`src/hdl/sdcd_defines.svh`:
```
// Purpose: Constants for the DDR host port SDRAM controller.
// Assumes: One 50 MHz clock that is the doubled (memory side) clock.
// Notes: Field positions of the controller timing config and bus decode.
`ifndef SDCD_DEFINES_SVH
`define SDCD_DEFINES_SVH
// Clock rate and fixed precharge recovery time.
`define SDCD_CLK_MHZ 50
`define SDCD_TRP_NS 20
`define SDCD_TRP_CYC (((`SDCD_TRP_NS * `SDCD_CLK_MHZ) + 999) / 1000)
// System bus command field and codes.
`define SDCD_OP_HI 29
`define SDCD_OP_LO 28
`define SDCD_OP_RW 2'h0
`define SDCD_OP_MRS 2'h1
`define SDCD_OP_PRE 2'h2
`define SDCD_OP_REF 2'h3
// System address mapping.
`define SDCD_BANK_BIT 21
`define SDCD_ROW_HI 20
`define SDCD_ROW_LO 10
`define SDCD_COL_HI 9
`define SDCD_COL_LO 2
// Controller timing config fields and reset value.
`define SDCD_CFG_W 28
`define SDCD_CFG_RESET 28'h0000000
`define SDCD_CL_HI 1
`define SDCD_CL_LO 0
`define SDCD_RCD_HI 3
`define SDCD_RCD_LO 2
`define SDCD_BL_HI 6
`define SDCD_BL_LO 4
`define SDCD_REF_HI 23
`define SDCD_REF_LO 8
`define SDCD_RWAIT_HI 27
`define SDCD_RWAIT_LO 24
// Memory address bit that asks for automatic precharge.
`define SDCD_AP_BIT 10
`endif

```
`src/hdl/sdcd_pkg.sv`:
```
// Purpose: Types for the DDR host port SDRAM controller.
// Assumes: Nothing beyond the defines header.
// Notes: Memory commands are turned into pin levels by a function.
package sdcd_pkg;
  typedef enum logic [2:0] {
    MC_NOP, MC_ACT, MC_READ, MC_WRITE, MC_PRE, MC_REF, MC_MRS
  } sdcd_cmd_t;
  typedef enum logic [3:0] {
    S_IDLE, S_PRE, S_MRS, S_REF1, S_REF2, S_ACT, S_WRITE_W, S_WRITE_C,
    S_WRITE, S_READ_W, S_READ_CS, S_READ_C, S_READ, S_RECOVER
  } sdcd_state_t;
endpackage

```
`src/hdl/sdcd_controller.sv`:
```
// Purpose: SDRAM controller between a shared address/data system bus and two x16 SDRAMs.
// Assumes: clock is the doubled clock; one bus word arrives per edge of it.
// Notes: Memory pins lag the state register by one cycle.
`timescale 1ns/1ns
`include "sdcd_defines.svh"
module sdcd_controller (
  input wire logic clock,
  input wire logic rst,
  input wire logic [31:0] adIn,
  output logic [31:0] adOut,
  output logic adOe,
  input wire logic busIsData,
  input wire logic writeReadSelect,
  output logic ctrlReady,
  input wire logic [31:0] memDqBusIn,
  output logic [31:0] memDqBusOut,
  output logic memDqBusOe,
  output logic [10:0] memAddrBus,
  output logic memBankSelect,
  output logic memRasN,
  output logic memCasN,
  output logic memWeN,
  output logic memChipSelectLoN,
  output logic memChipSelectHiN,
  output logic [3:0] memByteMasks,
  output logic memClockGate
);
  import sdcd_pkg::*;

  // Pin levels {cs, ras, cas, we} for each memory command.
  function automatic logic [3:0] cmdBits(input sdcd_cmd_t c);
    case (c)
      MC_ACT: cmdBits = 4'h3;
      MC_READ: cmdBits = 4'h5;
      MC_WRITE: cmdBits = 4'h4;
      MC_PRE: cmdBits = 4'h2;
      MC_REF: cmdBits = 4'h1;
      MC_MRS: cmdBits = 4'h0;
      default: cmdBits = 4'h7;
    endcase
  endfunction

  // ************************************************************
  // State and captured address
  // ************************************************************
  sdcd_state_t state_q, state_d;
  logic [`SDCD_CFG_W-1:0] cfg_q;
  logic cfgPending_q, cfgValid_q;
  logic bank_q, isWrite_q;
  logic [10:0] row_q, modeVal_q;
  logic [7:0] col_q;
  logic [3:0] wait_q, wait_d;
  logic [2:0] beat_q, beat_d;
  logic [3:0] rdCnt_q;
  logic [15:0] refCnt_q;
  logic refDue_q;
  logic wrCap_q;
  logic [2:0] capIdx_q;
  logic [31:0] wrBuf [0:7];

  // Config fields.
  wire [1:0] clField = cfg_q[`SDCD_CL_HI:`SDCD_CL_LO];
  wire [1:0] rcdField = cfg_q[`SDCD_RCD_HI:`SDCD_RCD_LO];
  wire [2:0] blField = cfg_q[`SDCD_BL_HI:`SDCD_BL_LO];
  wire [15:0] refField = cfg_q[`SDCD_REF_HI:`SDCD_REF_LO];
  wire [3:0] refWait = cfg_q[`SDCD_RWAIT_HI:`SDCD_RWAIT_LO];
  wire [3:0] casLat = {2'h0, clField} + 4'h1;
  wire [3:0] rdLast = casLat + {1'b0, blField};

  // Bus decode of address phases and data phases.
  wire addrPhase = ~busIsData;
  wire [1:0] opCode = adIn[`SDCD_OP_HI:`SDCD_OP_LO];
  wire cmdTake = (state_q == S_IDLE) && addrPhase;
  wire wrData = busIsData && writeReadSelect;
  wire cfgLoad = cfgPending_q && wrData;
  wire clrRef = (state_q == S_REF1);
  wire refTick = cfgValid_q && !clrRef && (refCnt_q == 16'h0000);
  wire rdCapture = (state_q == S_READ) && (rdCnt_q >= casLat) && (rdCnt_q <= rdLast);
  wire [2:0] beatSel = (state_q == S_WRITE_C) ? 3'h0 : beat_q;

  // Memory command for the current state.
  wire sdcd_cmd_t memCmd = (state_q == S_ACT) ? MC_ACT :
    (state_q == S_READ_C) ? MC_READ :
    (state_q == S_WRITE_C) ? MC_WRITE :
    (state_q == S_PRE) ? MC_PRE :
    (state_q == S_REF1) ? MC_REF :
    (state_q == S_MRS) ? MC_MRS : MC_NOP;
  wire isCol = (memCmd == MC_READ) || (memCmd == MC_WRITE);
  wire [10:0] addrD = (memCmd == MC_ACT) ? row_q :
    (memCmd == MC_MRS) ? modeVal_q :
    isCol ? {1'b1, 2'h0, col_q} :
    11'h400; // Precharge of all banks keeps A10 high.
  wire [3:0] pinD = cmdBits(memCmd);
  wire writeBeat = (state_q == S_WRITE_C) || (state_q == S_WRITE);

  // ************************************************************
  // Next state
  // ************************************************************
  // Sequencer: branch on the system command, then run the automatic sequence.
  always_comb begin
    state_d = state_q;
    wait_d = wait_q;
    beat_d = beat_q;
    case (state_q)
      S_IDLE: begin
        if (addrPhase) begin
          if (opCode == `SDCD_OP_RW) begin
            state_d = S_ACT;
          end else if (opCode == `SDCD_OP_MRS) begin
            state_d = S_MRS;
          end else if (opCode == `SDCD_OP_PRE) begin
            state_d = S_PRE;
          end else begin
            state_d = S_REF1;
          end
        end else if (refDue_q) begin
          state_d = S_REF1;
        end
      end
      S_PRE, S_MRS: begin
        state_d = S_RECOVER;
        wait_d = 4'(`SDCD_TRP_CYC);
      end
      S_REF1: state_d = S_REF2;
      S_REF2: begin
        state_d = S_RECOVER;
        wait_d = refWait;
      end
      S_ACT: begin
        if (isWrite_q) begin
          state_d = S_WRITE_W;
          wait_d = {2'h0, rcdField};
        end else if (rcdField == 2'h0) begin
          state_d = S_READ_CS;
        end else begin
          state_d = S_READ_W;
          wait_d = {2'h0, rcdField} - 4'h1;
        end
      end
      S_WRITE_W: begin
        if (wait_q == 4'h0) begin
          state_d = S_WRITE_C;
        end else begin
          wait_d = wait_q - 4'h1;
        end
      end
      S_WRITE_C: begin
        beat_d = 3'h1;
        if (blField == 3'h0) begin
          state_d = S_RECOVER;
          wait_d = 4'(`SDCD_TRP_CYC);
        end else begin
          state_d = S_WRITE;
        end
      end
      S_WRITE: begin
        beat_d = beat_q + 3'h1;
        if (beat_q == blField) begin
          state_d = S_RECOVER;
          wait_d = 4'(`SDCD_TRP_CYC);
        end
      end
      S_READ_W: begin
        if (wait_q == 4'h0) begin
          state_d = S_READ_CS;
        end else begin
          wait_d = wait_q - 4'h1;
        end
      end
      S_READ_CS: state_d = S_READ_C;
      S_READ_C: state_d = S_READ;
      S_READ: begin
        if (rdCnt_q == rdLast) begin
          state_d = S_RECOVER;
          wait_d = 4'(`SDCD_TRP_CYC);
        end
      end
      S_RECOVER: begin
        if (wait_q == 4'h0) begin
          state_d = S_IDLE;
        end else begin
          wait_d = wait_q - 4'h1;
        end
      end
      default: state_d = S_IDLE;
    endcase
  end

  // ************************************************************
  // Registers
  // ************************************************************
  // Sequencer registers and the address captured in an address phase.
  always_ff @(posedge clock) begin
    if (rst) begin
      state_q <= S_IDLE;
      wait_q <= 4'h0;
      beat_q <= 3'h0;
      bank_q <= 1'b0;
      isWrite_q <= 1'b0;
      row_q <= 11'h000;
      col_q <= 8'h00;
      modeVal_q <= 11'h000;
    end else begin
      state_q <= state_d;
      wait_q <= wait_d;
      beat_q <= beat_d;
      if (cmdTake) begin
        bank_q <= adIn[`SDCD_BANK_BIT];
        row_q <= adIn[`SDCD_ROW_HI:`SDCD_ROW_LO];
        col_q <= adIn[`SDCD_COL_HI:`SDCD_COL_LO];
        modeVal_q <= adIn[`SDCD_ROW_HI:`SDCD_ROW_LO];
        isWrite_q <= writeReadSelect;
      end
    end
  end

  // Timing config load, armed by a precharge command.
  always_ff @(posedge clock) begin
    if (rst) begin
      cfg_q <= `SDCD_CFG_RESET;
      cfgPending_q <= 1'b0;
      cfgValid_q <= 1'b0;
    end else begin
      if (cfgLoad) begin
        cfg_q <= adIn[`SDCD_CFG_W-1:0];
        cfgValid_q <= 1'b1;
      end
      cfgPending_q <= (cfgPending_q && !wrData) || (cmdTake && (opCode == `SDCD_OP_PRE));
    end
  end

  // Refresh interval counter; a due tick that meets the clear is dropped.
  always_ff @(posedge clock) begin
    if (rst) begin
      refCnt_q <= 16'h0000;
      refDue_q <= 1'b0;
    end else begin
      if (clrRef || !cfgValid_q || refTick) begin
        refCnt_q <= refField;
      end else begin
        refCnt_q <= refCnt_q - 16'h0001;
      end
      refDue_q <= (refDue_q && !clrRef) || refTick;
    end
  end

  // Write word capture index: one word per edge after a write address phase.
  always_ff @(posedge clock) begin
    if (rst) begin
      wrCap_q <= 1'b0;
      capIdx_q <= 3'h0;
    end else if (cmdTake && (opCode == `SDCD_OP_RW) && writeReadSelect) begin
      wrCap_q <= 1'b1;
      capIdx_q <= 3'h0;
    end else if (wrCap_q && wrData) begin
      capIdx_q <= capIdx_q + 3'h1;
      wrCap_q <= (capIdx_q != blField);
    end
  end

  // Write burst buffer, each word filled ahead of the beat that sends it.
  always_ff @(posedge clock) begin
    if (wrCap_q && wrData) begin
      wrBuf[capIdx_q] <= adIn;
    end
  end

  // Read beat counter, started with the read column command.
  always_ff @(posedge clock) begin
    if (rst) begin
      rdCnt_q <= 4'h0;
    end else if (state_q == S_READ_C) begin
      rdCnt_q <= 4'h0;
    end else if (state_q == S_READ) begin
      rdCnt_q <= rdCnt_q + 4'h1;
    end
  end

  // ************************************************************
  // Output registers
  // ************************************************************
  // Memory pins: command, address, data; both chips share one command.
  always_ff @(posedge clock) begin
    if (rst) begin
      {memChipSelectLoN, memRasN, memCasN, memWeN} <= 4'hf;
      memChipSelectHiN <= 1'b1;
      memAddrBus <= 11'h000;
      memBankSelect <= 1'b0;
      memDqBusOut <= 32'h00000000;
      memDqBusOe <= 1'b0;
      memByteMasks <= 4'hf;
      memClockGate <= 1'b0;
    end else begin
      {memChipSelectLoN, memRasN, memCasN, memWeN} <= pinD;
      memChipSelectHiN <= pinD[3];
      memAddrBus <= addrD;
      memBankSelect <= (memCmd == MC_MRS) ? 1'b0 : bank_q;
      memDqBusOut <= wrBuf[beatSel];
      memDqBusOe <= writeBeat;
      memByteMasks <= 4'h0;
      memClockGate <= 1'b1;
    end
  end

  // System side: read words onto the bus and the ready level.
  always_ff @(posedge clock) begin
    if (rst) begin
      adOut <= 32'h00000000;
      adOe <= 1'b0;
      ctrlReady <= 1'b0;
    end else begin
      if (rdCapture) begin
        adOut <= memDqBusIn;
      end
      adOe <= rdCapture;
      ctrlReady <= (state_d == S_IDLE);
    end
  end
endmodule

```
`config.mk`:
```
export PLATFORM = sky130hd
export DESIGN_NAME = sdcd_controller
export DESIGN_NICKNAME = d
export VERILOG_FILES = /design/src/hdl/sdcd_pkg.sv /design/src/hdl/sdcd_controller.sv
export VERILOG_INCLUDE_DIRS = /design/src /design/src/hdl
export SDC_FILE = /design/constraint.sdc
export NUM_CORES = 1
export LEC_CHECK = 0
export BUFFER_PORTS_ARGS = -buffer_cell sky130_fd_sc_hd__buf_2
export CORE_MARGIN = 2
export CORE_UTILIZATION = 37
export CTS_BUF_LIST = sky130_fd_sc_hd__clkbuf_8
export DETAILED_ROUTE_END_ITERATION = 10
export GPL_TIMING_DRIVEN = 0
export PLACE_DENSITY_LB_ADDON = 0.08
export SLEW_MARGIN = 25
export SYNTH_ARGS = -nofsm -noshare
export SYNTH_HDL_FRONTEND = slang
export SYNTH_SLANG_ARGS = --single-unit
```
`constraint.sdc`:
```
create_clock -name clock -period 11.55 [get_ports clock]
set_clock_uncertainty 0.05 [all_clocks]
set_input_delay 1.155 -clock clock [delete_from_list [all_inputs] [get_ports clock]]
set_output_delay 1.155 -clock clock [all_outputs]
set_load 0.005 [all_outputs]
```
# Yosys cells after proc, flatten, opt, wreduce, memory -nomap -nowiden
# Memories as Yosys holds them, arrays and structs flattened. A register that Yosys moved wholly into a read port is not among the register bits.
# Index checks and enable logic that the tools add are counted.
dict set report classes {
  n_eq_ne 29
  addsub 8
  reduce_logical 39
  n_bitwise 1
  muxes 40
  magnitude_cmp 2
}
# op count
set ops {}
lappend ops {{$mux 4} 15}
lappend ops {{$pmux 4 s12} 1}
lappend ops {{$pmux 4 s7} 1}
lappend ops {{$mux 3} 9}
lappend ops {{$eq 4x4->1 const B} 6}
lappend ops {{$mux 11} 2}
lappend ops {{$pmux 3 s6} 1}
lappend ops {{$eq 4x3->1 const B} 4}
lappend ops {{$logic_not 16->1} 1}
lappend ops {{$mux 16} 1}
lappend ops {{$sub 16x1->16 const B} 1}
lappend ops {{$logic_and 1x1->1} 13}
lappend ops {{$logic_not 4->1} 3}
lappend ops {{$eq 3x3->1 const B} 3}
lappend ops {{$eq 4x2->1 const B} 2}
lappend ops {{$mux 8} 1}
lappend ops {{$reduce_or 2->1} 4}
lappend ops {{$reduce_bool 7->1} 1}
lappend ops {{$add 3x1->3 const B} 2}
lappend ops {{$eq 3x2->1 const B} 2}
lappend ops {{$logic_or 1x1->1} 6}
lappend ops {{$mux 2} 3}
lappend ops {{$ne 2x1->1 const B} 3}
lappend ops {{$pmux 3 s2} 1}
lappend ops {{other kinds (24)} 33}
dict set report word_totals {
  output_inout_bits 89
  ram_bits 256
  elab_cells 147
  register_bits 143
  n_memories 1
  inputBits 68
}
# name depth word_bits rd rd_ports_with_merged_regs write_ports line_no
set mem_list {}
lappend mem_list {wrBuf 8 32 1 1 1 sdcd_controller.sv:59} ;# logic [31:0] wrBuf [0:7];

# Logic depth before layout (Yosys ltp)
# Gate-level depths: netlist of the first run.
dict set report logic_depth {
  ltp_word 12
  mapped_depth 11
  mapped_depth_nobuf 11
}

# Worst setup path after synthesis of the first run
# OpenSTA, ideal clock, no wires.
dict set report synth_timing {
  path_type {in2reg}
  start {in writeReadSelect}
  end {mem wrBuf[0][0] (enable)}
  slack_ns 6.926
  path_buffers 1
  required_time_ns 11.039
  setup_ns 0.461
  cell_stages 4
  arrival_time_ns 4.113
  path_cell_list {clkbuf_1 -> nand3_1 -> or2_2 -> nor3_1}
}
dict set report synth_between {
  elab_chain_len 4
}
# item line_no
set synth_lines {}
lappend synth_lines {{start, declared} sdcd_controller.sv:13} ;# input wire logic writeReadSelect,
lappend synth_lines {{$logic_and 1x1->1} sdcd_controller.sv:74} ;# wire wrData = busIsData && writeReadSelect;
lappend synth_lines {{$logic_and 1x1->1} sdcd_controller.sv:263} ;# if (wrCap_q && wrData) begin
lappend synth_lines {{$mux 1} sdcd_controller.sv:263}
lappend synth_lines {{$mux 1 (implied by the code)} sdcd_controller.sv:264} ;# wrBuf[capIdx_q] <= adIn;
lappend synth_lines {{end, declared} sdcd_controller.sv:59}
# No other way between the ends.

# Worst setup path after layout of the first run
dict set report layout_timing {
  start {in busIsData}
  end {mem wrBuf[0][21] (enable)}
}
dict set report layout_between {
  elab_chain_len 4
}
# item line_no
set layout_lines {}
lappend layout_lines {{start, declared} sdcd_controller.sv:12} ;# input wire logic busIsData,
lappend layout_lines {{$logic_and 1x1->1} sdcd_controller.sv:74}
lappend layout_lines {{$logic_and 1x1->1} sdcd_controller.sv:263}
lappend layout_lines {{$mux 1} sdcd_controller.sv:263}
lappend layout_lines {{$mux 1 (implied by the code)} sdcd_controller.sv:264}
# No other way between the ends.

==> results of run 1 <==
==> per-stage QoR <==
stage | cells | area (um^2) | setup slack, ps | utilization | hold slack, ps
2_1_floorplan | 1412 | 16800 | 6930 | - | 376
3_3_place_gp | 2167 | 18300 | 4650 | 0.406 | 389
3_5_place_dp | 2185 | 18700 | 7830 | 0.415 | 393
4_1_cts | 2322 | 20200 | 8500 | 0.448 | 404
5_1_grt | 2322 | 20200 | 8310 | 0.448 | 424
6_report | 2322 | 20200 | 8480 | 0.448 | 406
==> tightest hold or removal path, cell delays in order (launching register included) <==
cell,delay (ps)
sky130_fd_sc_hd__dfxtp_1,310
sky130_fd_sc_hd__nand2_1,50
sky130_fd_sc_hd__mux2i_1,50
==> registers in the layout (all words and copies together) (netlist names), 3 cells and up <==
| name | flops |
|---|---|
| memAddrBus | 11 |
| adOut | 32 |
| wait_q | 4 |
| refCnt_q | 16 |
| modeVal_q | 11 |
| rdCnt_q | 4 |
| capIdx_q | 3 |
| beat_q | 3 |
| wrBuf | 256 |
| state_q | 4 |
| cfg_q | 27 |
| memDqBusOut | 32 |
| col_q | 8 |
==> metal layers <==
metal  vias to the layer above  share of wire
li1                       5633              -
met1                      5676           0.44
met2                       353           0.47
met3                        82          0.060
met4                         4          0.024
met5                         -        0.00047
==> kinds of logic (layout without fill, tap and decap cells) <==
kind of cell | after synthesis | in the layout | share of synthesized area
buffers and inverters | 118 | 428 | 0.0315
DFF | 427 | 427 | 0.661
xor gates and xnor gates | 27 | 27 | 0.0141
muxes | 35 | 35 | 0.0209
AOI/OAI and AO/OA | 273 | 273 | 0.119
adders and majority gates | 21 | 21 | 0.0161
and+or+nand+nor | 511 | 511 | 0.137
==> power by group <==
part	switching, mW	internal [mW]	total (mW)
combinational	0.492	0.265	0.757
sequential	0.0336	1.68	1.71
clock	0.611	0.747	1.36
total	1.14	2.69	3.83
==> synth_stat cells (4+ instances only) <==
cell,number
sky130_fd_sc_hd__xnor2_1,13
sky130_fd_sc_hd__inv_1,19
sky130_fd_sc_hd__nand2b_1,12
sky130_fd_sc_hd__a211oi_2,10
sky130_fd_sc_hd__a21o_1,4
sky130_fd_sc_hd__o22a_1,32
sky130_fd_sc_hd__mux2i_1,35
sky130_fd_sc_hd__nand4_1,4
sky130_fd_sc_hd__a32o_1,34
sky130_fd_sc_hd__edfxtp_1,256
sky130_fd_sc_hd__nor3_1,13
sky130_fd_sc_hd__buf_1,7
sky130_fd_sc_hd__and3_1,4
sky130_fd_sc_hd__nor4_1,6
sky130_fd_sc_hd__nor2_1,54
sky130_fd_sc_hd__dfxtp_1,171
sky130_fd_sc_hd__o21ai_0,11
sky130_fd_sc_hd__nor2b_1,40
sky130_fd_sc_hd__nand3_1,39
sky130_fd_sc_hd__a31oi_1,36
sky130_fd_sc_hd__xor2_1,14
sky130_fd_sc_hd__a211oi_1,35
sky130_fd_sc_hd__a22oi_1,9
sky130_fd_sc_hd__clkbuf_1,55
sky130_fd_sc_hd__ha_1,20
sky130_fd_sc_hd__o21ai_1,8
sky130_fd_sc_hd__buf_2,21
sky130_fd_sc_hd__a21oi_1,71
sky130_fd_sc_hd__nand2_1,311
sky130_fd_sc_hd__and2_1,5
sky130_fd_sc_hd__buf_4,12
==> final cells by class <==
cell class | count | area share
clock buffer | 93 | 0.0633
buffer | 97 | 0.0223
inverter | 21 | 0.00390
tap | 600 | 0.0371
sequential | 427 | 0.550
timing repair buffer | 173 | 0.0552
clock inverter | 44 | 0.0103
multi-input combinational | 867 | 0.258
==> how the worst max path moves through the flow <==
| stage | from | endpoint | slack, ps | depth (start not counted) |
|---|---|---|---|---|
| 2_1_floorplan | writeReadSelect | wrBuf[0][0] | 6930 | 4 |
| 3_3_place_gp | busIsData | wrBuf[0][22] | 4650 | 5 |
| 4_1_cts | busIsData | wrBuf[0][18] | 8500 | 7 |
| 6_report | busIsData | wrBuf[0][21] | 8480 | 7 |
| 5_1_grt | busIsData | wrBuf[0][21] | 8310 | 7 |
| 3_5_place_dp | busIsData | wrBuf[0][22] | 7830 | 7 |
==> cells in the final DEF, fill, tap and decap left out, types with 36 or more instances in the layout <==
master	Yosys	final
sky130_fd_sc_hd__a21oi_1	71	71
sky130_fd_sc_hd__a31oi_1	36	36
sky130_fd_sc_hd__clkbuf_1	55	55
sky130_fd_sc_hd__nand2_1	311	311
sky130_fd_sc_hd__buf_2	21	176
sky130_fd_sc_hd__nand3_1	39	39
sky130_fd_sc_hd__nor2b_1	40	40
sky130_fd_sc_hd__nor2_1	54	48
sky130_fd_sc_hd__edfxtp_1	256	256
sky130_fd_sc_hd__clkbuf_8	0	93
sky130_fd_sc_hd__dfxtp_1	171	171
sky130_fd_sc_hd__inv_1	19	47
==> metrics.cfg, run 1 <==
[min_path]
hold_end=adOut[13]
depth_of_the_worst_hold_timing_path=2
timing.hold.worst.class=reg -> reg
hp-start=adOut[13]

[power]
total_leakage_power_nw=7.42
power.total_mw=3.83
max-vdd-ir-drop_v=0.000126
power-per-cell-area_nw_per_um2=189

[outcome]
result_of_the_run=completed

[routing]
vias=11700
post-route-drc-count=0
route.final.wire_length_um=46800
drt_iter0_markers=725
viasPerCell=5.06
route.antenna.remaining_nets=0
wire_per_inst_um=20.1
detailedRoute.firstPassIterationCount=4

[sta]
setup_total_negative_slack_ps=0
min_period_ps=3070
fmax_mhz=326
worst_pin_slew_ps=926
drv_slew=0
slew-limit-headroom=0.383
rsz_0062_raised_after_global_routing=no
final_report_hold_violation_count=0
report.final.setup_viol=0
final.period_utilization=0.266

[clock_network]
numCtsBuffers=76
cts.path.max_buffers=3
h-tree-depth=3
cts_resized=0
cts.repair_timing.setup_buffer_count=0
cts_tree=done
post_cts_hold_buffer_count=0
clk_transition_reported_paths_ps=60
clock-sinks=427
clk_root_buffer_cell=sky130_fd_sc_hd__clkbuf_8
clock_latency_ps=630

[synth]
synth.ff_latch_count=427
post_synth_main_area_contributors=sky130_fd_sc_hd__edfxtp_1 (46%), sky130_fd_sc_hd__dfxtp_1 (20%), sky130_fd_sc_hd__nand2_1 (6.9%)
syn-cell-area_um2=16800
synth_top_area_cell=sky130_fd_sc_hd__edfxtp_1
synth_edf_count=256
fraction_of_registers_with_async_set_reset=0
avgSynthCellArea_um2=11.9
synthesis_warning_total=0
mappedNetlistNets=1501
synth_cell_type_count=72
synthFlopType=sky130_fd_sc_hd__edfxtp_1
synth.top_cell.area_share=0.458
netlist_instances=1412
synth-seq-area-share=0.661

[finish]
diodes=0
num-fill-cells=4297
final_net_count=1752
sequential_cell_area_um2=11100
final_layout_size_suffix_gt1_frac=0.200
multi_input_area_um2=5210
areaGrowthSynthToFinish_pct=20.3

[global_route]
grt.met2_usage=0.325
grt_most_used_layer=met2
global_route.usage.total=0.201
antenna_found_initial=2
wire_length_of_the_first_global_routing_pass_um=71000
globalRoute.totalOverflow=0
grt_max_degree=19
grt_pass1_vias=11800
grt.met1_usage=0.266
global_route.usage.met3=0.0416

[critical_path]
type_of_the_setup_path_with_the_least_slack=in -> reg
critical_path.top_delay_family=simple AND/OR/NAND/NOR gates
crit_path_max_incr_delay_ps=540
worst_r2r_startpoint=cfg_q[0]
ff2ff_path_depth=10
end_kind=register
crit_path_top_delay_cell=sky130_fd_sc_hd__nor3_2
worstReg2RegEnd=adOut[16]
worstPathBufferInverterCount=4
critPathArrivalTime_ps=3340
startpoint_type=primary input
timing.critical_path.mode_cell=sky130_fd_sc_hd__buf_4
critical_path_peak_fanout=10
cp_cell_sequence=buf_2, clkbuf_1, nand3_1, or2_2, nor3_2, buf_4, buf_4
r2r_slack_ps=8590
cp_data_required_time_ps=11830

[die]
ios=157
core_area_um2=45100
initial_utilization=0.373
die_ar_um2=47100
std_cell_rows=78
fp.dieW_um=217
die-height_um=217

[placed_design]
io_port_bufs=155
place.gp.congestion=0.862
dpl.hpwl_um=32600

[run]
cap_violations=0

No activity file was read; power rests on OpenSTA's default activity.
==> run 2, diff against run 1 <==
- ABC_AREA: unset -> 1
- clock period: 11.55 -> 2.65 ns (I/O delays scaled with it)
==> run 2 against run 1 <==
  * The flow now finishes with violations (setup timing)
  * Worst hold slack got worse by 130 ps
  * Critical path depth increased by 7
  * Synthesized cell count increased by 22%
  * Via count increased by 11%
  * Flip-flop and latch count unchanged
  * Final area increased by 5.3%
  * Final cell count increased by 16%
  * Sequential share of layout area decreased by 2.7 points
  * Die area increased by 1.4%
  * Critical endpoint is now adOut[14]
  * Largest cell class unchanged
==> metrics.cfg, run 2 <==
[clock_network]
clock_latency_ps=640
cts_tree=done
clock-sinks=427
clk_root_buffer_cell=sky130_fd_sc_hd__clkbuf_8
clk_transition_reported_paths_ps=60
h-tree-depth=3
cts.path.max_buffers=3
numCtsBuffers=75

[finish]
reg_top3=wrBuf (256), adOut (32), memDqBusOut (32)
largest-register=wrBuf
num-fill-cells=4381
final_layout_size_suffix_gt1_frac=0.174
layout_common_cells=sky130_fd_sc_hd__nor2_1 (408), sky130_fd_sc_hd__edfxtp_1 (256), sky130_fd_sc_hd__nand2_1 (206)
final_net_count=2130
postLayoutCoreUtil=0.469
max_reg_flops=256
diodes=0
layout.cells.most_common=sky130_fd_sc_hd__nor2_1
areaGrowthSynthToFinish_pct=24.9

[critical_path]
cp_data_required_time_ps=3110
worst_r2r_startpoint=cfg_q[1]
ff2ff_path_depth=14
r2r_slack_ps=-20
worstReg2RegEnd=adOut[14]
critPathArrivalTime_ps=3130
type_of_the_setup_path_with_the_least_slack=reg -> reg
end_kind=register
startpoint_type=register
critical_path_peak_fanout=6

[outcome]
result_of_the_run=finished, violations left
failed_checks=setup timing

[routing]
detailedRoute.firstPassIterationCount=5
vias=13000
route.final.wire_length_um=49300
post-route-drc-count=0
route.antenna.remaining_nets=0
wire_per_inst_um=18.3
viasPerCell=4.81
drt_iter0_markers=793

[sta]
min_period_ps=2670
rsz_0062_raised_after_global_routing=yes
slew-limit-headroom=0.411
report.final.setup_viol=5
final.period_utilization=1.01
setup_ws_ps=-18.3
worst_pin_slew_ps=883
setup_total_negative_slack_ps=-48.2
fmax_mhz=375
fin_hold_ws_ps=278
final_report_hold_violation_count=0
drv_slew=0

[synth]
fraction_of_registers_with_async_set_reset=0
syn-cell-area_um2=17000
synth_cell_type_count=38
mappedNetlistNets=1810
netlist_instances=1721
post_synth_main_area_contributors=sky130_fd_sc_hd__edfxtp_1 (45%), sky130_fd_sc_hd__dfxtp_1 (20%), sky130_fd_sc_hd__nor2_1 (9.2%)
synth.ff_latch_count=427
synth-seq-area-share=0.652
synthFlopType=sky130_fd_sc_hd__edfxtp_1
synth_edf_count=256
synthesis_warning_total=0
post_synth_most_frequent_cells=sky130_fd_sc_hd__nor2_1 (419), sky130_fd_sc_hd__edfxtp_1 (256), sky130_fd_sc_hd__nand2_1 (208)
synth_top_area_cell=sky130_fd_sc_hd__edfxtp_1
synth.top_cell.area_share=0.451
post-synth-top-count-cell=sky130_fd_sc_hd__nor2_1
avgSynthCellArea_um2=9.90

[die]
die-height_um=219
ios=157
core_area_um2=45400
initial_utilization=0.376
die_ar_um2=47800
fp.dieW_um=219
std_cell_rows=78

[power]
total_leakage_power_nw=8.60
power-per-cell-area_nw_per_um2=803
max-vdd-ir-drop_v=0.000397
power.total_mw=17.1

[placed_design]
dp_slack_ps=-525
place.gp.congestion=0.845
io_port_bufs=156
dpl.hpwl_um=33700

[global_route]
globalRoute.totalOverflow=0
grt_pass1_vias=12800
global_route.usage.total=0.209
grt_max_degree=23
antenna_found_initial=3
wire_length_of_the_first_global_routing_pass_um=74700

[min_path]
timing.hold.worst.class=in -> reg
hp-start=rst
depth_of_the_worst_hold_timing_path=2
hold_end=memChipSelectHiN

[run]
cap_violations=0

[run 2: cell count changes in the layout (fill, tap and decap cells not counted), sizes merged, moves of 34 or more]
cell,previous run,this run
inv,49,154
a32o,34,0
a211oi,45,3
o21ai,19,223
mux2i,35,0
nor2b,40,0
o211ai,2,36
a31oi,36,1
nand2,312,213
nor2,54,425
dlygate4sd3,0,68
[run 2: how the worst max path moves through the flow]
stage,start,end,slack [ps],depth (start not counted)
finish,cfg_q[1],adOut[14],-20,14
global route,cfg_q[1],adOut[26],-150,15
CTS,cfg_q[1],adOut[14],-40,14
detailed placement,cfg_q[1],adOut[14],-530,14
global placement,busIsData,wrBuf[4][19],-1550,5
floorplan,busIsData,wrBuf[1][0],110,6
[run 2: power by group]
group	leakage, nW	internal [mW]	switching (mW)
Sequential	3.70	7.40	0.157
Clock	0.859	3.11	2.73
Combinational	4.04	1.20	2.50
Total	8.60	11.7	5.39
[run 2: kinds of logic after synthesis]
family	synth area share
adders and majority gates	0.0159
xor gates and xnor gates	0.00925
and+or+nand+nor	0.164
DFF	0.652
buffers and inverters	0.0517
AOI/OAI and AO/OA	0.108
[run 2: final cells by class]
| type | instances | area [um^2] | share of cell area |
|---|---|---|---|
| Tap cell | 600 | 751 | 0.0353 |
| Clock buffer | 84 | 1160 | 0.0543 |
| Buffer | 88 | 477 | 0.0224 |
| Inverter | 121 | 462 | 0.0217 |
| Timing Repair Buffer | 242 | 1820 | 0.0855 |
| Sequential cell | 427 | 11100 | 0.522 |
| Clock inverter | 54 | 287 | 0.0135 |
| Multi-Input combinational cell | 1086 | 5210 | 0.245 |
[run 2: what timing repair did]
item / CTS / global route
setup buffers: 2 / 1
pin swaps: 5 / 3
resized for setup: 57 / 15
endpoints found under the setup margin: 36 / 38
hold buffers: 68 / 0
hold endpoints to repair: 327 / 0
gates cloned: 5 / 1
[run 2: per-layer routing]
metal,GRT usage,wire length [um],up-vias,part of all wire
li1,-,-,6434,-
met1,0.264,21800,6179,0.44
met2,0.356,23800,334,0.48
met3,0.0451,2710,60,0.055
met4,0.0676,976,0,0.020
met5,0,0,-,0
[run 2: metrics by stage]
| step | std cells | instance area (um^2) |
|---|---|---|
| floorplan | 1721 | 17000 |
| global placement | 2477 | 18600 |
| detailed placement | 2487 | 18900 |
| CTS | 2700 | 21200 |
| global route | 2702 | 21300 |
| finish | 2702 | 21300 |
[run 2: worst max-delay path, cell delays in order (launching register included)]
cell and delay [ps]:
sky130_fd_sc_hd__dfxtp_4 370, sky130_fd_sc_hd__ha_4 280, sky130_fd_sc_hd__inv_4 30, sky130_fd_sc_hd__fa_2 330, sky130_fd_sc_hd__xor2_1 150, sky130_fd_sc_hd__ha_1 270, sky130_fd_sc_hd__nand2_1 70, sky130_fd_sc_hd__inv_2 50
sky130_fd_sc_hd__o21ai_1 70, sky130_fd_sc_hd__nand2_1 100, sky130_fd_sc_hd__nand2_4 110, sky130_fd_sc_hd__nand3_4 180, sky130_fd_sc_hd__clkbuf_8 250, sky130_fd_sc_hd__o21ai_4 160, sky130_fd_sc_hd__nor2_1 60
